**src/rtl/lsd_pkg.sv**
```systemverilog
// package: register map, field layout and reset values for the regulator control slice
package lsd_pkg;
    localparam logic [7:0] LSD_ADDR_AUX_CTRL = 8'h29;
    localparam logic [7:0] LSD_ADDR_DISCH_ONE = 8'h40;
    localparam logic [7:0] LSD_ADDR_DISCH_TWO = 8'h41;
    // aux linear control field positions
    localparam int LSD_SLP_HI = 5;
    localparam int LSD_SLP_LO = 4;
    localparam int LSD_RSV_HI = 3;
    localparam int LSD_RSV_LO = 1;
    localparam int LSD_EN_BIT = 0;
    // writable bits of the aux control register; 7:6 read as zero
    localparam logic [7:0] LSD_AUX_WMASK = 8'h3f;
    // reset values (reset is unspecified, plain defaults chosen)
    localparam logic [7:0] LSD_AUX_RST = 8'h0c;
    localparam logic [7:0] LSD_DISCH_RST = 8'h55;
    localparam int LSD_RAILS = 4;
    localparam int LSD_FLD_W = 2;
    localparam logic [1:0] LSD_SLP_NORMAL = 2'h0;
    localparam logic [1:0] LSD_SLP_PIN = 2'h3;
    localparam logic [1:0] LSD_DIS_NONE = 2'h0;
    // discharge resistance one-hot select
    typedef enum logic [3:0] {
        LSD_R_OFF = 4'h1,
        LSD_R_100 = 4'h2,
        LSD_R_200 = 4'h4,
        LSD_R_500 = 4'h8
    } lsd_res_type;
endpackage

```
**src/rtl/lsd_bus_if.sv**
```systemverilog
// interface: register write strobe, write/read data and rail enables between the bank and the discharge slice
`timescale 1ns/1ps
interface lsd_bus_if;
    logic wr;
    logic [7:0] wdata;
    logic [7:0] rdata;
    logic [3:0] rail_en;
    modport bank (output wr, output wdata, output rail_en, input rdata);
    modport slice (input wr, input wdata, input rail_en, output rdata);
endinterface

```
**src/rtl/lsd_ctrl.sv**
```systemverilog
// top: aux linear regulator control and first discharge control registers
// Overview of operation
// RULE1: sleep field 00 uses normal code; 11 uses sleep code while sleep pin low.
// RULE2: host never writes reserved sleep codes 01 or 10.
// RULE3: sleep input choice is a factory strap, not software-visible.
// RULE4: host writes reserved bits 3:1 as 110 on every write.
// RULE5: enable bit 0 turns regulator off regardless of pins; 1 enables it.
// RULE6: discharge code 00 none, 01 100 ohm, 10 200 ohm, 11 500 ohm.
// RULE7: discharge fields for rails one to four at bits 1:0,3:2,5:4,7:6, read/write.
// RULE8: an enabled rail has its discharge field forced to 00.
// RULE9: bits 7:6 of the aux control register read zero, writes ignored.
`timescale 1ns/1ps
module lsd_ctrl
    import lsd_pkg::*;
#(
    parameter bit FACTORY_SLEEP_B = 1'b0
)
(
    input wire logic core_clk,
    input wire logic nrst,
    input wire logic reg_wr,
    input wire logic reg_rd,
    input wire logic [7:0] reg_addr,
    input wire logic [7:0] reg_wdata,
    output logic [7:0] reg_rdata,
    output logic reg_rvalid,
    input wire logic sleep_input_a,
    input wire logic sleep_input_b,
    input wire logic [3:0] buck_rail_en,
    output logic rail_software_enable,
    output logic use_sleep_voltage_code,
    output logic [3:0] rail_one_discharge_select,
    output logic [3:0] rail_two_discharge_select,
    output logic [3:0] rail_three_discharge_select,
    output logic [3:0] rail_four_discharge_select
);
    lsd_bus_if bus ();

    logic [7:0] aux_ff;
    logic [7:0] nxt_aux;
    logic [1:0] sa_meta_ff;
    logic [1:0] sa_sync_ff;
    logic [3:0] en_meta_ff;
    logic [3:0] en_sync_ff;
    logic [7:0] rdata_ff;
    logic [7:0] nxt_rdata;
    logic rvalid_ff;
    logic en_out_ff;
    logic slp_out_ff;
    logic [3:0] res_ff [LSD_RAILS];
    logic [3:0] nxt_res [LSD_RAILS];
    logic sleep_pin;

    // decode a two-bit discharge code into a one-hot resistor select
    function automatic lsd_res_type lsd_res_dec(input logic [1:0] code);
        unique case (code)
            2'h0: lsd_res_dec = LSD_R_OFF;
            2'h1: lsd_res_dec = LSD_R_100;
            2'h2: lsd_res_dec = LSD_R_200;
            2'h3: lsd_res_dec = LSD_R_500;
        endcase
    endfunction

    // pins and rail enables come from outside this domain: two flops each
    always_ff @(posedge core_clk or negedge nrst)
    begin
        if (!nrst)
        begin
            sa_meta_ff <= 2'h3;
            sa_sync_ff <= 2'h3;
            en_meta_ff <= 4'h0;
            en_sync_ff <= 4'h0;
        end
        else
        begin
            sa_meta_ff <= {sleep_input_b, sleep_input_a};
            sa_sync_ff <= sa_meta_ff;
            en_meta_ff <= buck_rail_en;
            en_sync_ff <= en_meta_ff;
        end
    end

    // strap picks the sleep pin; no register reaches it
    assign sleep_pin = FACTORY_SLEEP_B ? sa_sync_ff[1] : sa_sync_ff[0]; // [RULE3]

    assign bus.wr = reg_wr && (reg_addr == LSD_ADDR_DISCH_ONE);
    assign bus.wdata = reg_wdata;
    assign bus.rail_en = en_sync_ff;

    lsd_disch u_disch (
        .core_clk(core_clk),
        .nrst(nrst),
        .bus(bus)
    );

    // aux control write; top two bits masked away, reserved bits stored as written
    always_comb
    begin
        nxt_aux = aux_ff;
        if (reg_wr && reg_addr == LSD_ADDR_AUX_CTRL)
        begin
            nxt_aux = reg_wdata & LSD_AUX_WMASK; // [RULE9] [RULE4]
        end
    end

    // read mux; unmapped and the second discharge register (not held here) read zero
    always_comb
    begin
        nxt_rdata = rdata_ff;
        if (reg_rd)
        begin
            unique case (reg_addr)
                LSD_ADDR_AUX_CTRL: nxt_rdata = aux_ff & LSD_AUX_WMASK; // [RULE9]
                LSD_ADDR_DISCH_ONE: nxt_rdata = bus.rdata;
                default: nxt_rdata = 8'h00;
            endcase
        end
    end

    // per-rail discharge select decode; in the output register below, reserved sleep codes behave as normal code
    always_comb
    begin
        for (int i = 0; i < LSD_RAILS; i++)
        begin
            nxt_res[i] = lsd_res_dec(bus.rdata[i*LSD_FLD_W +: LSD_FLD_W]); // [RULE6]
        end
    end

    always_ff @(posedge core_clk or negedge nrst)
    begin
        if (!nrst)
        begin
            aux_ff <= LSD_AUX_RST;
            rdata_ff <= 8'h00;
            rvalid_ff <= 1'b0;
            en_out_ff <= 1'b0;
            slp_out_ff <= 1'b0;
            for (int i = 0; i < LSD_RAILS; i++)
            begin
                res_ff[i] <= LSD_R_OFF;
            end
        end
        else
        begin
            aux_ff <= nxt_aux;
            rdata_ff <= nxt_rdata;
            rvalid_ff <= reg_rd;
            en_out_ff <= aux_ff[LSD_EN_BIT]; // [RULE5]
            slp_out_ff <= (aux_ff[LSD_SLP_HI:LSD_SLP_LO] == LSD_SLP_PIN) && !sleep_pin; // [RULE1]
            for (int i = 0; i < LSD_RAILS; i++)
            begin
                res_ff[i] <= nxt_res[i];
            end
        end
    end

    assign reg_rdata = rdata_ff;
    assign reg_rvalid = rvalid_ff;
    assign rail_software_enable = en_out_ff;
    assign use_sleep_voltage_code = slp_out_ff;
    assign rail_one_discharge_select = res_ff[0];
    assign rail_two_discharge_select = res_ff[1];
    assign rail_three_discharge_select = res_ff[2];
    assign rail_four_discharge_select = res_ff[3];
endmodule

```
**src/rtl/lsd_disch.sv**
```systemverilog
// discharge control register with per-rail clear while the rail is enabled
`timescale 1ns/1ps
module lsd_disch
    import lsd_pkg::*;
(
    input wire logic core_clk,
    input wire logic nrst,
    lsd_bus_if.slice bus
);
    logic [7:0] disch_ff;
    logic [7:0] nxt_disch;

    // write first, then enabled rails force their field to zero
    always_comb
    begin
        nxt_disch = disch_ff;
        if (bus.wr)
        begin
            nxt_disch = bus.wdata; // [RULE7]
        end
        for (int i = 0; i < LSD_RAILS; i++)
        begin
            if (bus.rail_en[i])
            begin
                nxt_disch[i*LSD_FLD_W +: LSD_FLD_W] = LSD_DIS_NONE; // [RULE8]
            end
        end
    end

    always_ff @(posedge core_clk or negedge nrst)
    begin
        if (!nrst)
        begin
            disch_ff <= LSD_DISCH_RST;
        end
        else
        begin
            disch_ff <= nxt_disch;
        end
    end

    assign bus.rdata = disch_ff;
endmodule

```
**config.mk**
```make
export PLATFORM = sky130hd
export DESIGN_NAME = lsd_ctrl
export DESIGN_NICKNAME = d
export VERILOG_FILES = /design/src/rtl/lsd_pkg.sv /design/src/rtl/lsd_bus_if.sv /design/src/rtl/lsd_ctrl.sv /design/src/rtl/lsd_disch.sv
export SDC_FILE = /design/constraint.sdc
export NUM_CORES = 1
export LEC_CHECK = 0
export BUFFER_PORTS_ARGS = -buffer_cell sky130_fd_sc_hd__buf_2
export CORE_ASPECT_RATIO = 0.6
export CORE_MARGIN = 3
export CORE_UTILIZATION = 45
export CTS_CLUSTER_SIZE = 30
export DETAILED_ROUTE_END_ITERATION = 6
export HOLD_SLACK_MARGIN = 0.05
export PLACE_DENSITY = 0.71
export SYNTH_ARGS = -nofsm -noshare
export SYNTH_HDL_FRONTEND = slang
export SYNTH_SLANG_ARGS = --single-unit
```
**constraint.sdc**
```tcl
create_clock -name core_clk -period 1 [get_ports core_clk]
set_input_delay 0.05 -clock core_clk [delete_from_list [all_inputs] [get_ports core_clk]]
set_output_delay 0.05 -clock core_clk [all_outputs]
set_load 0.01 [all_outputs]
```
### After elaboration in Yosys (flattened, before gate mapping)

Cells that the tools add are included.
Widths: inputs -> output; s select.

| storage, ports and cells | value |
|---|---|
| bits in registers | 51 |
| bits of input ports | 26 |
| output and inout bits | 27 |
| word-level logic and storage cells | 54 |

| cells by class | value |
|---|---|
| equality and inequality tests | 15 |
| multiplexer cells | 10 |
| reductions and logical operators | 12 |

Operators by type and width:

| cell | number |
|---|---|
| $pmux 4 s4 | 4 |
| $eq 2x2->1 const B | 9 |
| $pmux 8 s2 | 1 |
| $eq 2x1->1 const B | 4 |
| $eq 8x6->1 const B | 1 |
| $eq 8x7->1 const B | 1 |
| $logic_not 2->1 | 4 |
| $mux 2 | 4 |
| $mux 8 | 1 |
| $reduce_bool 2->1 | 4 |
| $logic_and 1x1->1 | 3 |
| $logic_not 1->1 | 1 |

### Logic depth before layout (Yosys ltp)

| depth | value |
|---|---|
| word-level depth | 4 |
| depth in mapped cells | 4 |
| gate-level depth less buffers | 3 |

### Modules after synthesis

From an unflattened synthesis, not the netlist that was laid out.

| unflattened totals | value |
|---|---|
| cells, all modules | 124 |
| area total of the unflattened synthesis | 1,796.7 µm² |

Modules (own cells, without submodules):

| module | instances | cells each | area each (µm²) |
|---|---|---|---|
| lsd_ctrl | 1 | 99 | 1,470.2 |
| lsd_disch | 1 | 25 | 326.6 |

### Worst setup path before layout

OpenSTA, ideal clock, no wires.

| path | value |
|---|---|
| kind | input to register |
| start point | input port reg_addr[0] |
| end point | register u_disch.disch_ff[0] (netlist: u_disch.bus.rdata[0]) |
| arrival time | 0.992 ns |
| data required time | 0.925 ns |
| slack | -0.067 ns |
| stages on the path | 4 |
| cells stage by stage | nor4b_4 and3_1 buf_6 mux2i_1 |

| between the ends | value |
|---|---|
| word-level cells in the longest chain between the ends | 3 |

RTL lines:

| item | line | RTL |
|---|---|---|
| from (decl) | lsd_ctrl.sv:23 | `input wire logic [7:0] reg_addr,` |
| $eq 8x7->1 | lsd_ctrl.sv:86 | `assign bus.wr = reg_wr && (reg_addr == LSD_ADDR_DISCH_ONE);` |
| $logic_and 1x1->1 | lsd_ctrl.sv:86 |  |
| $reduce_bool 2->1 (no source line) | - |  |
| to (signal assigned) | lsd_disch.sv:38 | `disch_ff <= nxt_disch;` |
| to (decl) | lsd_disch.sv:10 | `logic [7:0] disch_ff;` |

Every way passes these cells.
A chain may end at the register's enable or synchronous reset.

### Worst setup path after layout

| path | value |
|---|---|
| start point | register res_ff, in the netlist rail_four_discharge_select[0] |
| end point | output port rail_four_discharge_select[0] |

RTL lines:

| item | line | RTL |
|---|---|---|
| from (decl) | lsd_ctrl.sv:50 | `logic [3:0] res_ff [LSD_RAILS];` |
| from (signal, indexed assignment) | lsd_ctrl.sv:152 | `res_ff[i] <= nxt_res[i];` |
| to (decl) | lsd_ctrl.sv:35 | `output logic [3:0] rail_four_discharge_select` |

No word-level cell between the ends.

==> reports/qor_table.md <==
| Step | Quantity | This run |
| --- | --- | --- |
| detailed routing | Post-DR wirelength/cell | 14.0 um |
| sta | Worst rel slew slack | 0.786 |
| global routing | Largest net degree at the start of global routing | 52 |
| setup path | CP Buf/Inv Count | 1 |
| setup path | Delay-heaviest family, CP | flip-flops |
| cts | Root Driver | sky130_fd_sc_hd__clkbuf_8 |
| placed design | Total of buffers placed on input and output ports | 51 |
| floorplanning | Top Ports | 53 |
| power and ir drop | Peak ir drop on the vdd network | 0.000637 V |
| cts | CTS tree | yes |
| floorplanning | Starting density of the core | 0.488 |
| run status | Status | finished clean |
| synthesis | Number of synthesized flops with an enable pin | 0 |
| floorplanning | Horizontal die dimension | 89.2 um |
| cts | Inserted Clock Buffers | 5 |
| job | Max-capacitance violation count | 0 |
| cts | Clock Pin Slew Worst Setup and Hold Paths | 0.09 ns |
| synthesis | Main area contributors after synthesis | sky130_fd_sc_hd__dfrtp_1 52%, sky130_fd_sc_hd__dfstp_2 17%, sky130_fd_sc_hd__nand2b_1 5.4% |
| setup path | Required time at the endpoint of the critical path | 0.95 ns |
| sta | Max Transition Viols Final | 0 |
| cts | Maximum number of buffers from clock root to sink | 2 |
| synthesis | Cell with the most instances after synthesis | sky130_fd_sc_hd__dfrtp_1 |
| sta | Final number of hold-violating endpoints | 0 |
| detailed routing | Number of design-rule violations left by the first detailed-router iteration | 66 |
| finish | Filler cell count in the final layout | 308 |
| cts | Clock tree sinks | 51 |
| synthesis | Syn_area_per_cell | 14.2 sq um |
| power and ir drop | Power consumption | 0.00343 W |
| detailed routing | Via density per instance | 4.87 |
| detailed routing | Total wire length after detailed routing | 3560 um |
| sta | Transition time at the pin with the least slew margin | 0.319 ns |
| power and ir drop | Cell area power density | 1380 nW/um^2 |
| synthesis | Total of flip-flops plus latches after synthesis | 51 |
| setup path | Ordered list of cells on the worst path | buf_6 |
| sta | Post-route worst hold slack | 0.206 ns |
| finish | NumNets Final | 233 |
| setup path | Element type at the critical path start | register |
| global routing | Wire length of the first global-routing pass | 6090 um |
| sta | Final min period | 0.977 ns |
| cts | Post-CTS setup buffer count | 0 |
| finish | Fraction of final layout cells with drive strength greater than 1 | 0.406 |
| placed design | GP Congestion | 0.737 |
| synthesis | Post-synth top area share | 0.522 |
| synthesis | Asr flop ratio synth | 1.00 |
| setup path | Category of the worst setup path capture point | output pin |
| synthesis | Most instantiated cells after synthesis | 39 x sky130_fd_sc_hd__dfrtp_1, 16 x sky130_fd_sc_hd__nand2b_1, 12 x sky130_fd_sc_hd__dfstp_2 |
| setup path | Critical setup path kind | register to output pin |
| setup path | Crit-path max cell delay | 0.53 ns |
| detailed routing | Antenna violation net count after detailed routing | 0 |
| sta | Worst clock skew on the final layout | 0.00981 ns |
| finish | Ant diodes | 0 |
| min path | Worst min path class | input port to register |
| floorplanning | Vertical die dimension | 55.9 um |
| detailed routing | Initial DRT Pass Iterations | 4 |
| synthesis | Post-synth top area cell | sky130_fd_sc_hd__dfrtp_1 |
| sta | RSZ-0062 raised after global routing | true |
| floorplanning | Placement row count | 17 |
| synthesis | Syn. warnings | 0 |
| finish | Area growth from synthesis to final layout | 32.7% |
| synthesis | Synth unique cells | 22 |
| global routing | Overflow left after global routing | 0 |
| floorplanning | Core box area | 3830 sq um |
| setup path | Register-to-register setup slack | 0.12 ns |
| floorplanning | Die area | 4990 sq um |
| setup path | Arrival time worst endpoint | 0.93 ns |
| cts | Count of H-tree levels built during CTS | 2 |
| detailed routing | DRC viols | 0 |
| detailed routing | Routed vias | 1236 |
| setup path | Crit-path max FO | 1 |
| global routing | Initial antenna violation count | 0 |
| cts | Latest clock arrival within the worst-skew pair | 0.30 ns |
| synthesis | Net Count, Synth | 158 |
| global routing | Vias in the first global route | 1348 |
| synthesis | Cell count after synthesis | 132 |
| synthesis | Share of the yosys chip area belonging to registers | 0.691 |
| sta | Final setup vio count | 0 |
| synthesis | Top_reg_cell synth | sky130_fd_sc_hd__dfrtp_1 |
| placed design | Half-perimeter wire length after detailed placement | 2620 um |
| sta | Final clock period utilization by the worst path | 0.977 |
| sta | Achievable frequency | 1020 MHz |
| synthesis | Netlist area before placement | 1870 sq um |
| power and ir drop | Leakage dissipation | 1.19 nW |
| setup path | Critical-path cell with the highest stage delay | sky130_fd_sc_hd__dfstp_2 |
| global routing | Total global-route track usage | 0.160 |
-- layout make-up --
type | count | area, sq um | share of cell area
inverter | 8 | 30.0 | 0.0121
sequential | 51 | 1290 | 0.521
multi-input combinational | 70 | 529 | 0.214
tap | 47 | 58.8 | 0.0237
clock buffer | 7 | 76.3 | 0.0308
timing repair buffer | 71 | 493 | 0.199
-- registers in the layout, indices dropped and copies added (netlist names) --
signal	flops
reg_rdata	8
u_disch.bus.rdata	8
aux_ff	6
bus.rail_en	4
en_meta_ff	4
rail_four_discharge_select	4
rail_one_discharge_select	4
rail_three_discharge_select	4
rail_two_discharge_select	4
rail_software_enable	1
reg_rvalid	1
sa_meta_ff	1
sa_sync_ff	1
use_sleep_voltage_code	1
-- worst paths after layout --
path                                                          from  cells after the start                                endpoint
setup / recovery           rail_four_discharge_select[0]$_DFF_PN1_                      1           rail_four_discharge_select[0]
hold / removal                                         reg_addr[7]                      5                reg_rdata[6]$_DFFE_PN0P_
setup reg to reg                  u_disch.bus.rdata[4]$_DFFE_PN1P_                      2                reg_rdata[4]$_DFFE_PN0P_
hold reg to reg                            en_meta_ff[3]$_DFF_PN0_                      0                bus.rail_en[3]$_DFF_PN0_
max in group asynchronous                                     nrst                      3  rail_two_discharge_select[0]$_DFF_PN1_
min in group asynchronous                                     nrst                      3                   aux_ff[0]$_DFFE_PN0P_
-- layer usage --
metal / GRT usage / vias up / share of wire
li1: - / 590 / -
met4: 0.0573 / 0 / 0.014
met5: 0 / - / 0
met2: 0.265 / 36 / 0.48
met3: 0.0444 / 7 / 0.059
met1: 0.199 / 603 / 0.45
-- cells by family after synthesis --
kind of cell | after synthesis | share of synthesized area
flops | 51 | 0.691
simple gates | 42 | 0.153
compound gates | 14 | 0.0496
mux | 14 | 0.0790
buf+inv | 11 | 0.0268
-- through the flow --
step	cell area (sq um)	cells	setup WS, ns	utilization	TNS (ns)
2_1_floorplan	1870	132	-0.0671	-	-0.525
3_3_place_gp	2220	232	-0.154	0.581	-2.55
3_5_place_dp	2220	232	-0.232	0.581	-3.82
4_1_cts	2460	254	0.00395	0.643	0
5_1_grt	2480	254	-0.00681	0.647	-0.00967
6_report	2480	254	0.0234	0.647	0
-- layout by cell type, fill, tap and decap left out, types with 3 or more instances in the layout --
cell type and instances:
sky130_fd_sc_hd__clkbuf_8 5, sky130_fd_sc_hd__mux2_2 6, sky130_fd_sc_hd__nor2_1 5, sky130_fd_sc_hd__buf_4 3, sky130_fd_sc_hd__buf_2 47, sky130_fd_sc_hd__dlygate4sd3_1 15
sky130_fd_sc_hd__and2_1 4, sky130_fd_sc_hd__dfstp_2 12, sky130_fd_sc_hd__buf_6 4, sky130_fd_sc_hd__inv_1 8, sky130_fd_sc_hd__dfrtp_1 39, sky130_fd_sc_hd__a22oi_1 6
sky130_fd_sc_hd__o22ai_1 6, sky130_fd_sc_hd__nand2b_1 16, sky130_fd_sc_hd__mux2i_1 8, sky130_fd_sc_hd__nor2b_1 8
-- worst reg2reg max path: stages (launching register included) --
cell	delay, ns
sky130_fd_sc_hd__dfstp_2	0.58
sky130_fd_sc_hd__a22oi_1	0.08
sky130_fd_sc_hd__o22ai_1	0.14
-- report_power, final --
part	leakage [nW]	switching (W)	internal (W)
Combinational	0.504	0.000103	0.000118
Clock	0.0383	0.000603	0.000483
Sequential	0.648	0.0000186	0.00211
Total	1.19	0.000724	0.00271
-- timing repair --
action	in CTS	in global routing
hold buffers	15	0
resized for setup	2	3
hold endpoints to repair	71	0
endpoints found under the setup margin	2	7
Note: power is estimated with default switching activity, not from simulation.
